## config.mk

```make
export PLATFORM = sky130hd
export DESIGN_NAME = ufc_top
export DESIGN_NICKNAME = d
export VERILOG_FILES = /design/src/verilog/ufc_pkg.sv /design/src/verilog/ufc_top.sv /design/src/verilog/ufc_sync_edge.sv /design/src/verilog/ufc_parity.sv
export SDC_FILE = /design/constraint.sdc
export NUM_CORES = 1
export LEC_CHECK = 0
export ABC_CLOCK_PERIOD_IN_PS = 4030
export BUFFER_PORTS_ARGS = -buffer_cell sky130_fd_sc_hd__buf_2
export CORE_MARGIN = 5
export CORE_UTILIZATION = 35
export DETAILED_ROUTE_END_ITERATION = 8
export PLACE_DENSITY = 0.68
export SYNTH_ARGS = -nofsm -noshare
export SYNTH_HDL_FRONTEND = slang
export SYNTH_HIERARCHICAL = 1
export SYNTH_SLANG_ARGS = --single-unit
```

## constraint.sdc

```tcl
create_clock -name clk_sys -period 4.03 [get_ports clk_sys]
set_input_delay 0.806 -clock clk_sys [delete_from_list [all_inputs] [get_ports clk_sys]]
set_output_delay 0.806 -clock clk_sys [all_outputs]
set_load 0.02 [all_outputs]
```

## src/verilog/ufc_pkg.sv

```systemverilog
// Package for the serial frame configuration and line status block.
// Assumes AHB-Lite register access with 32-bit words, one per register.
package ufc_pkg;

	// Register indices in the two banks (byte address = 4 * index)
	localparam logic [2:0] UFC_IDX_ALT_STATUS = 3'h0;
	localparam logic [2:0] UFC_IDX_FRAME_CTRL = 3'h2;
	localparam logic [2:0] UFC_IDX_ALT_CTRL1  = 3'h1;
	localparam logic [2:0] UFC_IDX_ALT_CTRL2  = 3'h2;
	localparam logic [2:0] UFC_IDX_LINE_CTRL  = 3'h3;
	localparam logic [2:0] UFC_IDX_MAP_CTRL   = 3'h5;

	// Frame control field positions
	localparam int UFC_FC_LOOP = 7;
	localparam int UFC_FC_SWAI = 6;
	localparam int UFC_FC_RECEIVER_SOURCE_SELECT = 5;
	localparam int UFC_FC_NINE = 4;
	localparam int UFC_FC_WAKE = 3;
	localparam int UFC_FC_ILT  = 2;
	localparam int UFC_FC_PEN  = 1;
	localparam int UFC_FC_PTYP = 0;

	// Alternative status field positions
	localparam int UFC_AS_EDGE = 7;
	localparam int UFC_AS_BERV = 2;
	localparam int UFC_AS_BERR = 1;
	localparam int UFC_AS_BRK  = 0;

	// Line control and map control fields
	localparam int UFC_LC_TE   = 3;
	localparam int UFC_LC_RE   = 2;
	localparam int UFC_MC_ALTERNATE_MAP_SELECT = 7;
	localparam int UFC_MC_RPOL = 4;

	// Reset values
	localparam logic [7:0] UFC_RST_BYTE = 8'h00;

	// Bit timing: 16 ticks per bit
	localparam logic [3:0] UFC_TICK_MID  = 4'h8;
	localparam logic [3:0] UFC_TICK_LATE = 4'hC;

	// Bit error mode encodings
	typedef enum logic [1:0] {
		UFC_BE_OFF  = 2'b00,
		UFC_BE_TICK9 = 2'b01,
		UFC_BE_TICK13 = 2'b10,
		UFC_BE_RSVD = 2'b11
	} ufc_berr_mode_t;

	// Frame configuration carried to the shifters
	typedef struct packed {
		logic nineBit;
		logic wakeAddr;
		logic idleAfterStop;
		logic parityEnable;
		logic parityOdd;
	} ufc_frame_cfg_t;

	// Line events from the shifters
	typedef struct packed {
		logic txBitValid;
		logic txBit;
		logic [3:0] tick;
		logic breakSeen;
	} ufc_line_evt_t;

endpackage

```

## src/verilog/ufc_top.sv

```systemverilog
// Frame configuration and alternative line status of a serial port.
// Assumes an AHB-Lite master and shifters on the user-side ports.
// Functional notes
// Loop select detaches the receive pin, feeding transmitter output inward.
// Looped characters pass only while transmitter and receiver are enabled.
// Loop 0 normal; loop 1 source 0 internal; source 1 single-wire pin.
// Stop-in-wait set disables the port during wait mode.
// Length bit selects eight or nine data bits, one start, one stop.
// Wakeup bit selects idle-line or address-mark wakeup.
// Idle type bit starts idle counting after start or after stop.
// Parity enable generates and checks parity in the top data bit.
// Even parity sets bit for odd ones count; odd parity the reverse.
// Parity type zero means even, one means odd.
// Frame control at index 2 decoded only while alternate map is 0.
// Alternative status at index 0 decoded only while alternate map is 1.
// Active edge flag set on polarity-selected edge, cleared by writing one.
// Bit error value captures the sampled line on a mismatch.
// Bit error flag set on mismatch when enabled, write one clears.
// Break flag set on received break when enabled, write one clears.
// Bit error mode: off, tick 9, tick 13, reserved.
// Break detect enable turns break detection on or off.
// Alternate map bit selects which register bank is decoded.
`timescale 1ns/1ps
module ufc_top
	import ufc_pkg::*;
(
	// Clock and reset
	input  wire logic                clk_sys,
	input  wire logic                rst_n,
	// AHB-Lite slave
	input  wire logic                hsel,
	input  wire logic [31:0]         haddr,
	input  wire logic [1:0]          htrans,
	input  wire logic                hwrite,
	input  wire logic [2:0]          hsize,
	input  wire logic [31:0]         hwdata,
	input  wire logic                hready,
	output logic [31:0]              hrdata,
	output logic                     hreadyout,
	output logic                     hresp,
	// Serial pins
	input  wire logic                rxPin,
	input  wire logic                txFromShifter,
	output logic                     txPin,
	// Shifter side
	input  wire ufc_line_evt_t       lineEvt,
	input  wire logic                waitMode,
	input  wire logic [8:0]          txChar,
	output logic                     rxToShifter,
	output logic                     portEnable,
	output ufc_frame_cfg_t           frameCfg,
	output logic                     txParity,
	// Interrupt
	output logic                     irq
);
	logic [1:0]     rstPipe;
	logic           rstSync_n;
	logic           phValid;
	logic           phWrite;
	logic [2:0]     phIdx;
	logic [7:0]     frameCtrl;
	logic [7:0]     altCtrl1;
	logic [2:0]     altCtrl2;
	logic [3:0]     lineCtrl;
	logic [7:0]     mapCtrl;
	logic           flagEdge;
	logic           flagBerr;
	logic           flagBrk;
	logic           berrValue;
	logic           alternate_map_select;
	logic           rxSel;
	logic           edgeHit;
	logic           berrHit;
	logic           brkHit;
	logic           parityNow;
	logic           loopOn;
	logic [7:0]     wbyte;
	logic [31:0]    next_rdata;
	ufc_berr_mode_t berrMode;

	// Reset release through two flip-flops
	always_ff @(posedge clk_sys or negedge rst_n) begin
		if (!rst_n)
			rstPipe <= 2'b00;
		else
			rstPipe <= {rstPipe[0], 1'b1};
	end
	assign rstSync_n = rstPipe[1];

	// Decoded write on a data phase
	function automatic logic wr_at(input logic [2:0] idx);
		wr_at = phValid && phWrite && (phIdx == idx);
	endfunction

	assign alternate_map_select     = mapCtrl[UFC_MC_ALTERNATE_MAP_SELECT];
	assign berrMode = ufc_berr_mode_t'(altCtrl2[2:1]);
	assign wbyte    = hwdata[7:0];
	assign loopOn   = frameCtrl[UFC_FC_LOOP];

	// Address phase capture
	always_ff @(posedge clk_sys or negedge rstSync_n) begin
		if (!rstSync_n) begin
			phValid <= 1'b0;
			phWrite <= 1'b0;
			phIdx   <= 3'h0;
		end else if (hready) begin
			phValid <= hsel && htrans[1];
			phWrite <= hwrite;
			phIdx   <= haddr[4:2];
		end
	end

	// Zero wait state, always OKAY
	always_ff @(posedge clk_sys or negedge rstSync_n) begin
		if (!rstSync_n) begin
			hreadyout <= 1'b1;
			hresp     <= 1'b0;
		end else begin
			hreadyout <= 1'b1;
			hresp     <= 1'b0;
		end
	end

	// Banked control registers
	always_ff @(posedge clk_sys or negedge rstSync_n) begin
		if (!rstSync_n) begin
			frameCtrl <= UFC_RST_BYTE;
			altCtrl1  <= UFC_RST_BYTE;
			altCtrl2  <= 3'h0;
			lineCtrl  <= 4'h0;
			mapCtrl   <= UFC_RST_BYTE;
		end else begin
			if (!alternate_map_select && wr_at(UFC_IDX_FRAME_CTRL))
				frameCtrl <= wbyte;
			if (alternate_map_select && wr_at(UFC_IDX_ALT_CTRL1))
				altCtrl1 <= wbyte & 8'h83;
			if (alternate_map_select && wr_at(UFC_IDX_ALT_CTRL2))
				altCtrl2 <= wbyte[2:0];
			if (wr_at(UFC_IDX_LINE_CTRL))
				lineCtrl <= wbyte[3:0];
			if (wr_at(UFC_IDX_MAP_CTRL))
				mapCtrl <= wbyte & 8'h90;
		end
	end

	// Read mux on the address phase; data out one cycle later
	always_comb begin
		next_rdata = 32'h0000_0000;
		case (haddr[4:2])
			UFC_IDX_ALT_STATUS: begin
				if (alternate_map_select)
					next_rdata[7:0] = {flagEdge, 4'h0, berrValue,
						flagBerr, flagBrk};
			end
			UFC_IDX_ALT_CTRL1: begin
				if (alternate_map_select)
					next_rdata[7:0] = altCtrl1;
			end
			UFC_IDX_FRAME_CTRL: begin
				next_rdata[7:0] = alternate_map_select ? {5'h00, altCtrl2}
					: frameCtrl;
			end
			UFC_IDX_LINE_CTRL: next_rdata[3:0] = lineCtrl;
			UFC_IDX_MAP_CTRL:  next_rdata[7:0] = mapCtrl;
			default:           next_rdata = 32'h0000_0000;
		endcase
	end

	// Read data register
	always_ff @(posedge clk_sys or negedge rstSync_n) begin
		if (!rstSync_n)
			hrdata <= 32'h0000_0000;
		else if (hready && hsel && htrans[1] && !hwrite)
			hrdata <= next_rdata;
	end

	// Receive source selection
	always_comb begin
		case ({loopOn, frameCtrl[UFC_FC_RECEIVER_SOURCE_SELECT]})
			2'b10:   rxSel = txFromShifter;
			2'b11:   rxSel = txPin;
			default: rxSel = rxPin;
		endcase
	end

	// Loop path needs both transmitter and receiver
	always_ff @(posedge clk_sys or negedge rstSync_n) begin
		if (!rstSync_n) begin
			rxToShifter <= 1'b1;
			txPin       <= 1'b1;
		end else begin
			if (loopOn && !(lineCtrl[UFC_LC_TE] && lineCtrl[UFC_LC_RE]))
				rxToShifter <= 1'b1;
			else
				rxToShifter <= rxSel;
			txPin <= txFromShifter;
		end
	end

	// Wait mode gating and frame format out
	always_ff @(posedge clk_sys or negedge rstSync_n) begin
		if (!rstSync_n) begin
			portEnable <= 1'b1;
			frameCfg   <= '0;
			txParity   <= 1'b0;
		end else begin
			portEnable <= !(waitMode && frameCtrl[UFC_FC_SWAI]);
			frameCfg.nineBit       <= frameCtrl[UFC_FC_NINE];
			frameCfg.wakeAddr      <= frameCtrl[UFC_FC_WAKE];
			frameCfg.idleAfterStop <= frameCtrl[UFC_FC_ILT];
			frameCfg.parityEnable  <= frameCtrl[UFC_FC_PEN];
			frameCfg.parityOdd     <= frameCtrl[UFC_FC_PTYP];
			txParity <= frameCtrl[UFC_FC_PEN] & parityNow;
		end
	end

	// Parity over the outgoing character
	ufc_parity uParity (
		.dataIn    (txChar),
		.nineBit   (frameCtrl[UFC_FC_NINE]),
		.parityOdd (frameCtrl[UFC_FC_PTYP]),
		.parityBit (parityNow)
	);

	// Active edge on the selected receive input
	ufc_sync_edge uEdge (
		.clk_sys    (clk_sys),
		.rstSync_n  (rstSync_n),
		.lineIn     (rxSel),
		.polarity   (mapCtrl[UFC_MC_RPOL]),
		.activeEdge (edgeHit)
	);

	// Bit error sample point per mode
	always_comb begin
		case (berrMode)
			UFC_BE_TICK9:  berrHit = lineEvt.tick == UFC_TICK_MID;
			UFC_BE_TICK13: berrHit = lineEvt.tick == UFC_TICK_LATE;
			default:       berrHit = 1'b0;
		endcase
		berrHit = berrHit && lineEvt.txBitValid
			&& (rxSel != lineEvt.txBit);
		brkHit = altCtrl2[0] && lineEvt.breakSeen;
	end

	// Sticky flags, set wins over clear
	always_ff @(posedge clk_sys or negedge rstSync_n) begin
		if (!rstSync_n) begin
			flagEdge  <= 1'b0;
			flagBerr  <= 1'b0;
			flagBrk   <= 1'b0;
			berrValue <= 1'b0;
		end else begin
			if (edgeHit)
				flagEdge <= 1'b1;
			else if (alternate_map_select && wr_at(UFC_IDX_ALT_STATUS) && wbyte[UFC_AS_EDGE])
				flagEdge <= 1'b0;
			if (berrHit)
				flagBerr <= 1'b1;
			else if (alternate_map_select && wr_at(UFC_IDX_ALT_STATUS) && wbyte[UFC_AS_BERR])
				flagBerr <= 1'b0;
			if (brkHit)
				flagBrk <= 1'b1;
			else if (alternate_map_select && wr_at(UFC_IDX_ALT_STATUS) && wbyte[UFC_AS_BRK])
				flagBrk <= 1'b0;
			if (berrHit)
				berrValue <= rxSel;
		end
	end

	// Masked interrupt output
	always_ff @(posedge clk_sys or negedge rstSync_n) begin
		if (!rstSync_n)
			irq <= 1'b0;
		else
			irq <= (flagEdge & altCtrl1[UFC_AS_EDGE])
				| (flagBerr & altCtrl1[UFC_AS_BERR])
				| (flagBrk & altCtrl1[UFC_AS_BRK]);
	end

	// Edge flag follows a detected edge
	a_edge_flag_set: assert property (@(posedge clk_sys) disable iff (!rstSync_n)
		edgeHit |=> flagEdge)
		else $error("edge flag not set");

	// Bit error captures line value
	a_berr_capture: assert property (@(posedge clk_sys) disable iff (!rstSync_n)
		berrHit |=> flagBerr && (berrValue == $past(rxSel)))
		else $error("bit error capture wrong");

	// No bit errors when disabled
	a_berr_off: assert property (@(posedge clk_sys) disable iff (!rstSync_n)
		(berrMode == UFC_BE_OFF) |-> !berrHit)
		else $error("bit error while disabled");

	// Break with enable sets the flag
	a_break_gate: assert property (@(posedge clk_sys) disable iff (!rstSync_n)
		(lineEvt.breakSeen && altCtrl2[0]) |=> flagBrk)
		else $error("break flag missed");

	// No break flag raised while disabled
	a_break_off: assert property (@(posedge clk_sys) disable iff (!rstSync_n)
		(!altCtrl2[0] && !flagBrk) |=> !flagBrk || $past(lineEvt.breakSeen)
		&& $past(altCtrl2[0]))
		else $error("break flag set while disabled");

	// Wait mode disables the port
	a_wait_stop: assert property (@(posedge clk_sys) disable iff (!rstSync_n)
		(waitMode && frameCtrl[UFC_FC_SWAI]) |=> !portEnable)
		else $error("port not stopped in wait");

	// Internal loop feeds the receiver from the transmitter
	a_loop_route: assert property (@(posedge clk_sys) disable iff (!rstSync_n)
		(loopOn && !frameCtrl[UFC_FC_RECEIVER_SOURCE_SELECT] && lineCtrl[UFC_LC_TE]
		&& lineCtrl[UFC_LC_RE]) |=> rxToShifter == $past(txFromShifter))
		else $error("loop route wrong");

	// Loop idle with the transmitter disabled
	a_loop_enable: assert property (@(posedge clk_sys) disable iff (!rstSync_n)
		(loopOn && !lineCtrl[UFC_LC_TE]) |=> rxToShifter)
		else $error("loop active without enables");

	// Frame control hidden in the alternate map
	a_map_hide: assert property (@(posedge clk_sys) disable iff (!rstSync_n)
		(alternate_map_select && wr_at(UFC_IDX_FRAME_CTRL)) |=> $stable(frameCtrl))
		else $error("frame control written in alternate map");

	// Parity bit follows type
	a_parity_type: assert property (@(posedge clk_sys) disable iff (!rstSync_n)
		frameCtrl[UFC_FC_PEN] |=> txParity == ($past(parityNow)))
		else $error("parity bit wrong");
endmodule

```

## src/verilog/ufc_sync_edge.sv

```systemverilog
// Receive line edge detector with selectable active polarity.
// Assumes the input is already synchronous to clk_sys.
`timescale 1ns/1ps
module ufc_sync_edge
	import ufc_pkg::*;
(
	// Clock and reset
	input  wire logic clk_sys,
	input  wire logic rstSync_n,
	// Line
	input  wire logic lineIn,
	input  wire logic polarity,
	// Result
	output logic      activeEdge
);
	logic lineLast;

	// Previous line level
	always_ff @(posedge clk_sys or negedge rstSync_n) begin
		if (!rstSync_n)
			lineLast <= 1'b1;
		else
			lineLast <= lineIn;
	end

	// Falling edge for polarity 0, rising for polarity 1
	always_comb begin
		activeEdge = polarity ? (lineIn & ~lineLast) : (~lineIn & lineLast);
	end
endmodule

```

## src/verilog/ufc_parity.sv

```systemverilog
// Parity generator for eight or nine bit characters.
// Assumes the character value is stable in the cycle it is used.
`timescale 1ns/1ps
module ufc_parity
	import ufc_pkg::*;
(
	// Data
	input  wire logic [8:0] dataIn,
	input  wire logic       nineBit,
	input  wire logic       parityOdd,
	// Result
	output logic            parityBit
);
	logic ones;

	// Parity over the data bits below the parity position
	always_comb begin
		ones = nineBit ? ^dataIn[7:0] : ^dataIn[6:0];
		parityBit = parityOdd ? ~ones : ones;
	end
endmodule

```

==> summary.txt, run 1 <==
Run status
  • Status: finished clean

Synthesis
  • Syn_area_per_cell: ~12 um^2
  • Simple-Gate Fraction of Synth Area: about a tenth
  • Cell taking the most area after synthesis: dfrtp_1
  • Synth Warn #: 6
  • Main flop type after synthesis: dfrtp_1
  • XOR/XNOR Fraction of Synth Area: under 10%
  • EDFF count, synth: 0
  • Mux share of post-synthesis cell area: approximately 16%
  • Post-synth cell types: between 40 and 50
  • Mapped cell area: 2440 um^2
  • Post-synthesis cell count: 202
  • Largest family of logic cells by synthesized area: multiplexers
  • Count leader, synth: dfrtp_1
  • Post-synthesis sequential area ratio: approximately 52%
  • Register bit total from synthesis: 50
  • Top post-synthesis cells by count: dfrtp_1 (46), buf_4 (26), mux2_2 (19), nand2_1 (14), mux2_4 (8)
  • Synth area leaders: dfrtp_1 (47%), mux2_2 (8.8%), buf_4 (8.0%), mux2_4 (4.9%), dfstp_2 (4.3%)
  • Adder-Cell Fraction of Synth Area: 0.513%
  • Share of the synthesized area in the top cell type: around 47%
  • Compound-Gate Fraction of Synth Area: 7.80%
  • Async S/R FF share, synth: 100%

Detailed routing
  • Routed len/inst: about 14 um
  • Drt first-iter violations: between 50 and 60
  • Antenna viol nets, final: 0
  • Detailed Route WL: 4810 um
  • Drt first pass iters: 4
  • Via count: between 1500 and 2000
  • Post-route DRC: 0
  • Via-to-Cell Ratio: 4.51

Finish
  • Layout filler cell count: 662
  • Ant diodes: 0
  • Post-Layout Cell Count: between 300 and 400
  • Area Growth Syn to Fin: 14.0%
  • Layout cells sized above 1: a little under two fifths
  • Final net count: ~350

Critical path
  • Crit. End Element: register
  • Crit Path Max Fanout: 15
  • Slowest cell on crit path: or4b_1
  • CP Cell Sequence: or4b_1 > mux2_4
  • Worst Setup Start Kind: register
  • WP buf/inv: 0
  • Cell family with the largest share of critical-path delay: simple AND/OR/NAND/NOR gates
  • Max incr delay on CP: around 0.90 ns
  • Reg2reg start: mapCtrl[7]
  • R2R setup slack: 2.03 ns
  • Worst EP arrival: 2.19 ns
  • Reg2Reg Capture Point: frameCtrl[0]
  • CP Class: reg -> reg
  • Worst r2r path cells: 2
  • Worst Path Required: around 4.2 ns

Global route
  • Initial antenna violation count: 0
  • First-pass GRT wire length: 7750 um
  • Vias in the first global route: approximately 1600
  • Grt total ovfl: 0
  • Largest net degree at the start of global routing: 49
  • GRT Overall Usage: between 10 and 15%

Power
  • Clock power share: 22.2%
  • Leak pwr: roughly 1.4 nW
  • Power per Cell Area: 490 nW/um^2
  • Sequential share of power: between 50% and 60%
  • Net switching power: 0.000434 W
  • Gate power share: 25.3%
  • Maximum VDD drop: about 0.00015 V
  • P_int: 0.000929 W
  • Sw frac: 31.8%

Clock tree
  • CTS Sinks: 50
  • CTS tree: built
  • # hold bufs at CTS: 0
  • Clock-pin slew on the worst setup and hold paths: roughly 0.090 ns
  • Clk_lat worst skew: roughly 0.3 ns
  • Setup bufs post-CTS: 0
  • Post-CTS sizing: 0
  • Max Buffers Root-to-Sink: 2
  • CTS H-tree depth: 2
  • CTS Root Cell: clkbuf_8
  • Total CTS buffers: 5

STA
  • Hold Violations, Final: 0
  • FMAX: between 0.5 and 0.6 GHz
  • Max-slew violation count: 0
  • Setup TNS: 0 ns
  • Minimum clock period: between 1.5 and 2 ns
  • Max_slew headroom: 33.5%
  • Worst Skew: between 0.008 and 0.009 ns
  • Worst-Margin Slew: approximately 1 ns
  • Part of the cycle the worst path needs: around half
  • RSZ-0062 raised after global routing: false
  • Final setup viols: 0

Floorplanning
  • IO Count: ~140
  • Initial core utilization: a little over a third
  • Die height: 93.5 um
  • Rows: 30
  • Core ar.: 6790 um^2
  • Chip width: 93.5 um
  • Die area: between 8000 and 9000 um^2

Worst hold path
  • Min-Delay Path Class: in -> async

Placed design
  • Routability congestion estimate: 0.837
  • Dpl cells: ~340
  • Post-DP HPWL: 3710 um
  • Port Buf Inserts: 52

Job
  • Max-cap violations: 0
registers in the layout (all words and copies together) (netlist names), 2 cells and up:
name / cells
frameCtrl: 8
phIdx: 3
frameCfg: 5
altCtrl2: 3
mapCtrl: 2
lineCtrl: 4
altCtrl1: 3
rstPipe: 2
hrdata: 8
stage by stage:
| stage | power (W) | setup slack [ns] | hold slack (ns) | cell area (um^2) | util [%] |
|---|---|---|---|---|---|
| 2_1_floorplan | 0.000979 | 2.05 | 0.331 | 2530 | - |
| 3_3_place_gp | 0.00106 | 1.82 | 0.337 | 2690 | 39.5 |
| 4_1_cts | 0.00138 | 2.03 | 0.266 | 2780 | 40.9 |
| 5_1_grt | 0.00145 | 1.93 | 0.261 | 2780 | 40.9 |
| 3_5_place_dp | 0.00108 | 1.78 | 0.341 | 2690 | 39.5 |
| 6_report | 0.00136 | 2.03 | 0.274 | 2780 | 40.9 |
worst reg2reg max path, stage by stage (launching register included):
cell     delay, ns
dfrtp_1       0.59
or4b_1        0.90
mux2_4        0.40
cell families (layout without fill, tap and decap cells):
group / Yosys count / count (layout)
flip-flops: 50 / 50
other: 2 / 27
AO/OA/AOI/OAI: 27 / 27
XOR/XNOR: 9 / 9
buffers and inverters: 38 / 65
AND/OR/NAND/NOR: 42 / 42
adder cells (fa/ha/maj): 1 / 1
multiplexers: 33 / 33
how the worst max path moves through the flow:
stage | from | to | slack (ns) | cells past startpoint
global route | hready | hrdata[5] | 1.93 | 4
detailed placement | hready | hrdata[5] | 1.78 | 4
global placement | hready | hrdata[6] | 1.82 | 4
finish | mapCtrl[7] | frameCtrl[0] | 2.03 | 2
floorplan | haddr[2] | hrdata[0] | 2.05 | 5
CTS | mapCtrl[7] | frameCtrl[3] | 2.03 | 2
cell type report:
cell class                      instances  area [um^2]  area share, %
Sequential cell                        50         1260           45.2
Inverter                                5         18.8          0.675
Multi-Input combinational cell        139         1030           37.0
Tap cell                               96          120           4.32
Clock buffer                            6         82.6           2.97
Timing Repair Buffer                   52          260           9.36
Clock inverter                          2         12.5          0.450
routing by layer:
metal  wire length [um]  GRT usage, %  vias to the layer above
met3                300          3.46                        6
met4                 48          3.30                        0
met5                  0             0                        -
met2               2400          18.7                       45
met1               2060          14.4                      775
li1                   -             -                      752
power groups by stage:
stage	registers, W	logic, W	clock network (W)
2_1_floorplan	0.000739	0.000240	0
3_3_place_gp	0.000723	0.000342	0
6_report	0.000716	0.000345	0.000302
5_1_grt	0.000736	0.000379	0.000331
4_1_cts	0.000718	0.000349	0.000312
3_5_place_dp	0.000727	0.000348	0
cells in the final DEF, fill, tap and decap left out, types with 5 or more instances in the layout:
master	Yosys	final
inv_1	5	5
mux2i_1	6	6
mux2_4	8	8
clkbuf_8	0	6
o21ai_0	5	5
buf_2	0	52
dfrtp_1	46	45
conb_1	2	27
mux2_2	19	19
xnor2_1	6	6
nand2_1	14	14
Power figures use the tool's default switching activity.
==> run 2, diff against run 1 <==
--- a/config.mk
+++ b/config.mk
@@ -5,7 +5,7 @@
 export SDC_FILE = /design/constraint.sdc
 export NUM_CORES = 1
 export LEC_CHECK = 0
-export ABC_CLOCK_PERIOD_IN_PS = 4030
+export ABC_CLOCK_PERIOD_IN_PS = 2000
 export BUFFER_PORTS_ARGS = -buffer_cell sky130_fd_sc_hd__buf_2
 export CORE_MARGIN = 5
 export CORE_UTILIZATION = 35
==> constraint.sdc (replaced) <==
create_clock -name clk_sys -period 2 [get_ports clk_sys]
set_input_delay 0.4 -clock clk_sys [delete_from_list [all_inputs] [get_ports clk_sys]]
set_output_delay 0.4 -clock clk_sys [all_outputs]
set_load 0.02 [all_outputs]
==> run 2 against run 1 <==
Net effect: fmax is 18% higher; flip-flop and latch count is the same; combinational power rose by 120%; largest cell class unchanged.
==> summary.txt, run 2 (synthesized netlist as in run 1, its figures left out) <==
Run status
  • Status: finished clean

Finish
  • Layout cells sized above 1: between 30% and 40%
  • Final net count: approximately 360
  • Ant diodes: 0
  • Final Core Density: 42.0%
  • Biggest regs: frameCtrl: 8 flops, hrdata: 8 flops, frameCfg: 5 flops
  • Most common cell after layout, fill and taps aside: buf_2
  • Area Growth Syn to Fin: 16.9%
  • Most frequent cells in the layout: buf_2 (52), dfrtp_1 (45), conb_1 (27)

Global route
  • First-pass GRT wire length: around 8000 um
  • GRT Overall Usage: approximately an eighth
  • Vias in the first global route: around 1600
  • Largest net degree at the start of global routing: 28
  • Initial antenna violation count: 0
  • Grt total ovfl: 0

Placed design
  • Port Buf Inserts: 52
  • Pre-CTS WS: about 0.32 ns
  • Routability congestion estimate: between 0.8 and 0.9
  • Post-DP HPWL: approximately 3800 um

Detailed routing
  • Via count: 1596
  • Detailed Route WL: between 4000 and 5000 um
  • Antenna viol nets, final: 0
  • Routed len/inst: between 10 and 15 um
  • Drt first pass iters: 4
  • Via-to-Cell Ratio: approximately 4.5
  • Drt first-iter violations: 62
  • Post-route DRC: 0

Clock tree
  • Clk_lat worst skew: ~0.30 ns
  • Total CTS buffers: 5
  • CTS Root Cell: clkbuf_8
  • CTS tree: built
  • # hold bufs at CTS: 1
  • Setup bufs post-CTS: 0
  • Post-CTS sizing: 0
  • CTS H-tree depth: 2
  • Clock-pin slew on the worst setup and hold paths: 0.09 ns
  • CTS Sinks: 50
  • Max Buffers Root-to-Sink: 2

Critical path
  • WP buf/inv: 1
  • Crit Path Max Fanout: 4
  • Slowest cell on crit path: or4b_1
  • Worst Path Required: between 2 and 2.5 ns
  • CP Class: reg -> reg
  • Crit. End Element: register
  • Worst Setup Start Kind: register
  • Worst EP arrival: approximately 1.9 ns
  • Max incr delay on CP: ~0.5 ns
  • Cell family with the largest share of critical-path delay: simple AND/OR/NAND/NOR gates
  • CP Cell Sequence: nand3b_1 > or4b_1 > buf_4 > mux2_4

STA
  • Final Hold Slack: about 0.19 ns
  • Max-slew violation count: 0
  • FMAX: 0.590 GHz
  • Worst-Margin Slew: between 0.5 and 0.6 ns
  • Setup TNS: 0 ns
  • Hold Violations, Final: 0
  • RSZ-0062 raised after global routing: false
  • Max_slew headroom: between 60% and 70%
  • Part of the cycle the worst path needs: 84.7%
  • Worst Skew: between 0.005 and 0.006 ns
  • Final setup viols: 0
  • Setup ws final: just over 0.3 ns
  • Minimum clock period: about 1.7 ns

Worst hold path
  • Min-Delay Path Class: in -> reg

Power
  • Leak pwr: between 1 and 1.5 nW
  • Maximum VDD drop: a little under 0.0003 V
  • Power per Cell Area: between 900 and 1000 nW/um^2

Floorplanning
  • Core ar.: approximately 6800 um^2
  • Rows: 30
  • IO Count: between 100 and 150
  • Chip width: approximately 93 um
  • Die area: ~8700 um^2
  • Die height: roughly 93 um
  • Initial core utilization: 35.9%

Job
  • Max-cap violations: 0
run 2: cell count changes in the layout (fill, tap and decap cells not counted):
cell	previous run	this run
buf_4	0	6
dlygate4sd3_1	0	1
clkinvlp_4	1	0
buf_12	0	1
clkbuf_1	0	1
run 2: per-stage QoR:
| stage | total power [W] | instance area (um^2) | std cells |
|---|---|---|---|
| 2_1_floorplan | 0.00197 | 2530 | 227 |
| 3_3_place_gp | 0.00217 | 2750 | 349 |
| 3_5_place_dp | 0.00219 | 2750 | 349 |
| 4_1_cts | 0.00281 | 2850 | 358 |
| 5_1_grt | 0.00293 | 2850 | 358 |
| 6_report | 0.00277 | 2850 | 358 |
run 2: worst paths after layout:
| check | startpoint | to | slack (ns) | cells past startpoint |
|---|---|---|---|---|
| min in group asynchronous | rstPipe[1] | frameCfg[0] | 0.24 | 0 |
| min | txFromShifter | txPin | 0.19 | 1 |
| min reg2reg | rstPipe[1] | frameCfg[0] | 0.24 | 0 |
| max reg2reg | phIdx[2] | frameCtrl[0] | 0.31 | 4 |
| max in group asynchronous | rstPipe[1] | txPin | 1.16 | 1 |
| max | phIdx[2] | frameCtrl[0] | 0.31 | 4 |
run 2: area by class of cell:
cell class                 instances  area [um^2]
clock inverter                     1         5.00
fill                             654         3940
inverter                           5         18.8
clock buffer                       7         86.3
multi-input combinational        139         1030
sequential                        50         1260
timing repair buffer              60          335
tap                               96          120
run 2: layer usage:
layer | vias up | wire, um | track usage (%)
li1 | 768 | - | -
met1 | 773 | 2170 | 15.2
met2 | 48 | 2350 | 18.3
met3 | 7 | 302 | 3.70
met4 | 0 | 91 | 4.15
met5 | - | 0 | 0
run 2: power breakdown:
part           internal, W  switching, W  leakage, nW
Sequential         0.00124      0.000163        0.607
Clock             0.000280      0.000326       0.0482
Combinational     0.000376      0.000385        0.740
run 2: worst register-to-register path, cell delays in order (launching register included):
cell and delay, ns:
dfrtp_1 0.40, nand3b_1 0.19, or4b_1 0.50, buf_4 0.19
mux2_4 0.30
==> run 3, diff against run 2 <==
--- a/config.mk
+++ b/config.mk
@@ -5,12 +5,13 @@
 export SDC_FILE = /design/constraint.sdc
 export NUM_CORES = 1
 export LEC_CHECK = 0
-export ABC_CLOCK_PERIOD_IN_PS = 2000
+export ABC_AREA = 1
+export ABC_CLOCK_PERIOD_IN_PS = 1400
 export BUFFER_PORTS_ARGS = -buffer_cell sky130_fd_sc_hd__buf_2
 export CORE_MARGIN = 5
 export CORE_UTILIZATION = 35
 export DETAILED_ROUTE_END_ITERATION = 8
-export PLACE_DENSITY = 0.68
+export PLACE_DENSITY = 0.69
 export SYNTH_ARGS = -nofsm -noshare
 export SYNTH_HDL_FRONTEND = slang
 export SYNTH_HIERARCHICAL = 1
==> constraint.sdc (replaced) <==
create_clock -name clk_sys -period 1.4 [get_ports clk_sys]
set_input_delay 0.28 -clock clk_sys [delete_from_list [all_inputs] [get_ports clk_sys]]
set_output_delay 0.28 -clock clk_sys [all_outputs]
set_load 0.02 [all_outputs]
==> run 3 against run 2 <==
Net effect: power increased by 47%; clock-buffer cell count increased by 1; sequential share of layout area decreased by 2.2 points; critical path depth increased by 3; final area increased by 5.2%; die area increased by 4.5%; synthesized cell count increased by 55%; final cell count increased by 32%; clock skew about the same; fmax increased by 28%; highest routed layer unchanged.
==> summary.txt, run 3 <==
Run status
  • Status: finished clean

STA
  • Minimum clock period: ~1.3 ns
  • Worst Skew: 0.00545 ns
  • Max-slew violation count: 0
  • RSZ-0062 raised after global routing: true
  • Setup TNS: 0 ns
  • FMAX: 0.755 GHz
  • Hold Violations, Final: 0
  • Part of the cycle the worst path needs: between 90% and 100%
  • Final setup viols: 0

Critical path
  • Worst r2r path cells: 7
  • CP most frequent cell: nand2_1
  • Crit. End Element: register
  • Cell family with the largest share of critical-path delay: simple AND/OR/NAND/NOR gates
  • Reg2reg start: altCtrl2[1]
  • CP Cell Sequence: inv_1 > ha_1 > nand3b_1 > nor2_4 > nand3_2 > nand2_1 > nand2_1
  • CP Class: reg -> reg
  • Slowest cell on crit path: dfrtp_1
  • Max incr delay on CP: ~0.36 ns
  • R2R setup slack: ~0.076 ns
  • Crit Path Max Fanout: 2
  • WP buf/inv: 1
  • Worst Path Required: ~1.6 ns
  • Worst Setup Start Kind: register
  • Worst EP arrival: 1.52 ns
  • Reg2Reg Capture Point: berrValue

Detailed routing
  • Detailed Route WL: 5560 um
  • Via count: 2116
  • Via-to-Cell Ratio: around 4.5
  • Drt first pass iters: 4
  • Routed len/inst: approximately 12 um
  • Antenna viol nets, final: 0
  • Post-route DRC: 0
  • Drt first-iter violations: 158

Floorplanning
  • Rows: 31
  • Chip width: ~96 um
  • Core ar.: about 7000 um^2
  • IO Count: around 140
  • Initial core utilization: roughly 36%
  • Die area: a little over 9000 um^2
  • Die height: 95.6 um

Synthesis
  • Syn_area_per_cell: 8.19 um^2
  • EDFF count, synth: 0
  • Register bit total from synthesis: 50
  • Post-synthesis cell count: approximately 310
  • Synth Warn #: 6
  • Async S/R FF share, synth: 100%
  • Post-synth cell types: 28
  • Post-synthesis sequential area ratio: between 40% and 50%
  • Synth area leaders: dfrtp_1 (45%), nand2_1 (15%), buf_4 (7.9%), nand3_1 (5.5%), inv_1 (5.0%)
  • Cell taking the most area after synthesis: dfrtp_1
  • Share of the synthesized area in the top cell type: roughly 45%
  • Top post-synthesis cells by count: nand2_1 (99), dfrtp_1 (46), inv_1 (34), nand3_1 (28), buf_4 (27)
  • Count leader, synth: nand2_1
  • Main flop type after synthesis: dfrtp_1
  • Mapped cell area: 2560 um^2

Worst hold path
  • End of the worst hold path: txPin
  • Hold wc startpoint: txFromShifter
  • Min-Delay Path Class: in -> reg
  • Hold Path Depth: 1

Power
  • Power per Cell Area: around 1400 nW/um^2
  • Maximum VDD drop: 0.000422 V
  • Leak pwr: between 1.5 and 2 nW

Finish
  • Biggest regs: frameCtrl: 8 flops, hrdata: 8 flops, frameCfg: 5 flops
  • Ant diodes: 0
  • Post-Layout Cell Count: 473
  • Layout filler cell count: 750
  • Most frequent cells in the layout: nand2_1 (99), buf_2 (52), dfrtp_1 (45)
  • Area used by multi-input combinational logic: 1050 um^2
  • Layout cells sized above 1: 24.9%
  • Final net count: 467
  • Area Growth Syn to Fin: 17.1%
  • Most common cell after layout, fill and taps aside: nand2_1
  • Seq. cell area: 1260 um^2

Clock tree
  • CTS H-tree depth: 2
  • Setup bufs post-CTS: 0
  • CTS Root Cell: clkbuf_8
  • CTS Sinks: 50
  • Clk_lat worst skew: slightly above 0.3 ns
  • Max Buffers Root-to-Sink: 2
  • Clock-pin slew on the worst setup and hold paths: roughly 0.080 ns
  • CTS tree: built
  • Total CTS buffers: 5

Placed design
  • Post-DP HPWL: between 4000 and 5000 um
  • Port Buf Inserts: 52
  • Routability congestion estimate: roughly 0.84
  • Dpl cells: roughly 460

Global route
  • Initial antenna violation count: 0
  • Grt total ovfl: 0
  • GRT Overall Usage: 12.8%
  • First-pass GRT wire length: ~9100 um
  • Vias in the first global route: around 2100
  • Largest net degree at the start of global routing: about 50

Job
  • Max-cap violations: 0
run 3: where the power goes:
part	internal (W)	leakage (nW)	switching (W)
clock	0.000499	0.0575	0.000454
sequential	0.00177	0.553	0.000206
combinational	0.000420	1.03	0.000728
total	0.00269	1.64	0.00139
run 3: worst reg2reg max path, cell delays in order, from the launching register on:
cell and delay (ns):
dfrtp_1 0.36, inv_1 0.05, ha_1 0.27, nand3b_1 0.19, nor2_4 0.14, nand3_2 0.11, nand2_1 0.07, nand2_1 0.05
run 3: cell type report:
| cell class | instances | share of cell area (%) |
|---|---|---|
| Multi-Input combinational cell | 221 | 35.0 |
| Sequential cell | 50 | 41.9 |
| Clock buffer | 8 | 3.67 |
| Tap cell | 99 | 4.13 |
| Inverter | 37 | 4.63 |
| Timing Repair Buffer | 58 | 10.7 |
run 3: metrics by stage:
step,hold slack [ns],utilization (%),total power [W],worst slack (ns),instance area [um^2]
after detailed placement,0.0700,40.0,0.00314,-0.0319,2870
final,0.0875,41.8,0.00407,0.0763,3000
after CTS,0.0866,41.7,0.00408,0.0223,2990
after global routing,0.0755,41.8,0.00435,-0.0207,3000
after floorplan,-0.0156,-,0.00280,0.180,2660
after global placement,0.0660,40.0,0.00311,-0.0133,2870
run 3: routing by layer:
metal  GRT usage (%)  wire, um  vias up  share of wire [%]
met2            20.6      2550       81                 46
met4            5.57        85        0                1.5
li1                -         -     1059                  -
met5               0         0        -                  0
met1            16.5      2460      970                 44
met3            3.08       462        6                8.3
run 3: worst max-delay path by stage:
stage / slack (ns) / start / depth (start not counted) / end
after global placement: -0.01 / altCtrl2[1] / 7 / berrValue
after CTS: 0.02 / altCtrl2[1] / 7 / berrValue
after floorplan: 0.18 / altCtrl2[1] / 7 / berrValue
final: 0.08 / altCtrl2[1] / 7 / berrValue
after detailed placement: -0.03 / altCtrl2[1] / 7 / berrValue
after global routing: -0.02 / altCtrl2[1] / 7 / berrValue
run 3: repair_timing:
item / 4_1_cts / 5_1_grt
hold buffers: 1 / 0
gates resized for setup: 1 / 2
endpoints found under the hold margin: 2 / 0
pin swaps: 1 / 0
setup endpoints to repair: 1 / 2
run 3: kinds of logic (layout without fill, tap and decap cells):
logic type | Yosys count | count (layout) | share of synthesized area (%)
buffers and inverters | 67 | 103 | 14.2
xor gates and xnor gates | 3 | 3 | 1.03
DFF | 50 | 50 | 49.0
AOI/OAI and AO/OA | 34 | 34 | 7.81
other | 2 | 27 | 0.293
adders and majority gates | 1 | 1 | 0.488
and+or+nand+nor | 156 | 156 | 27.2
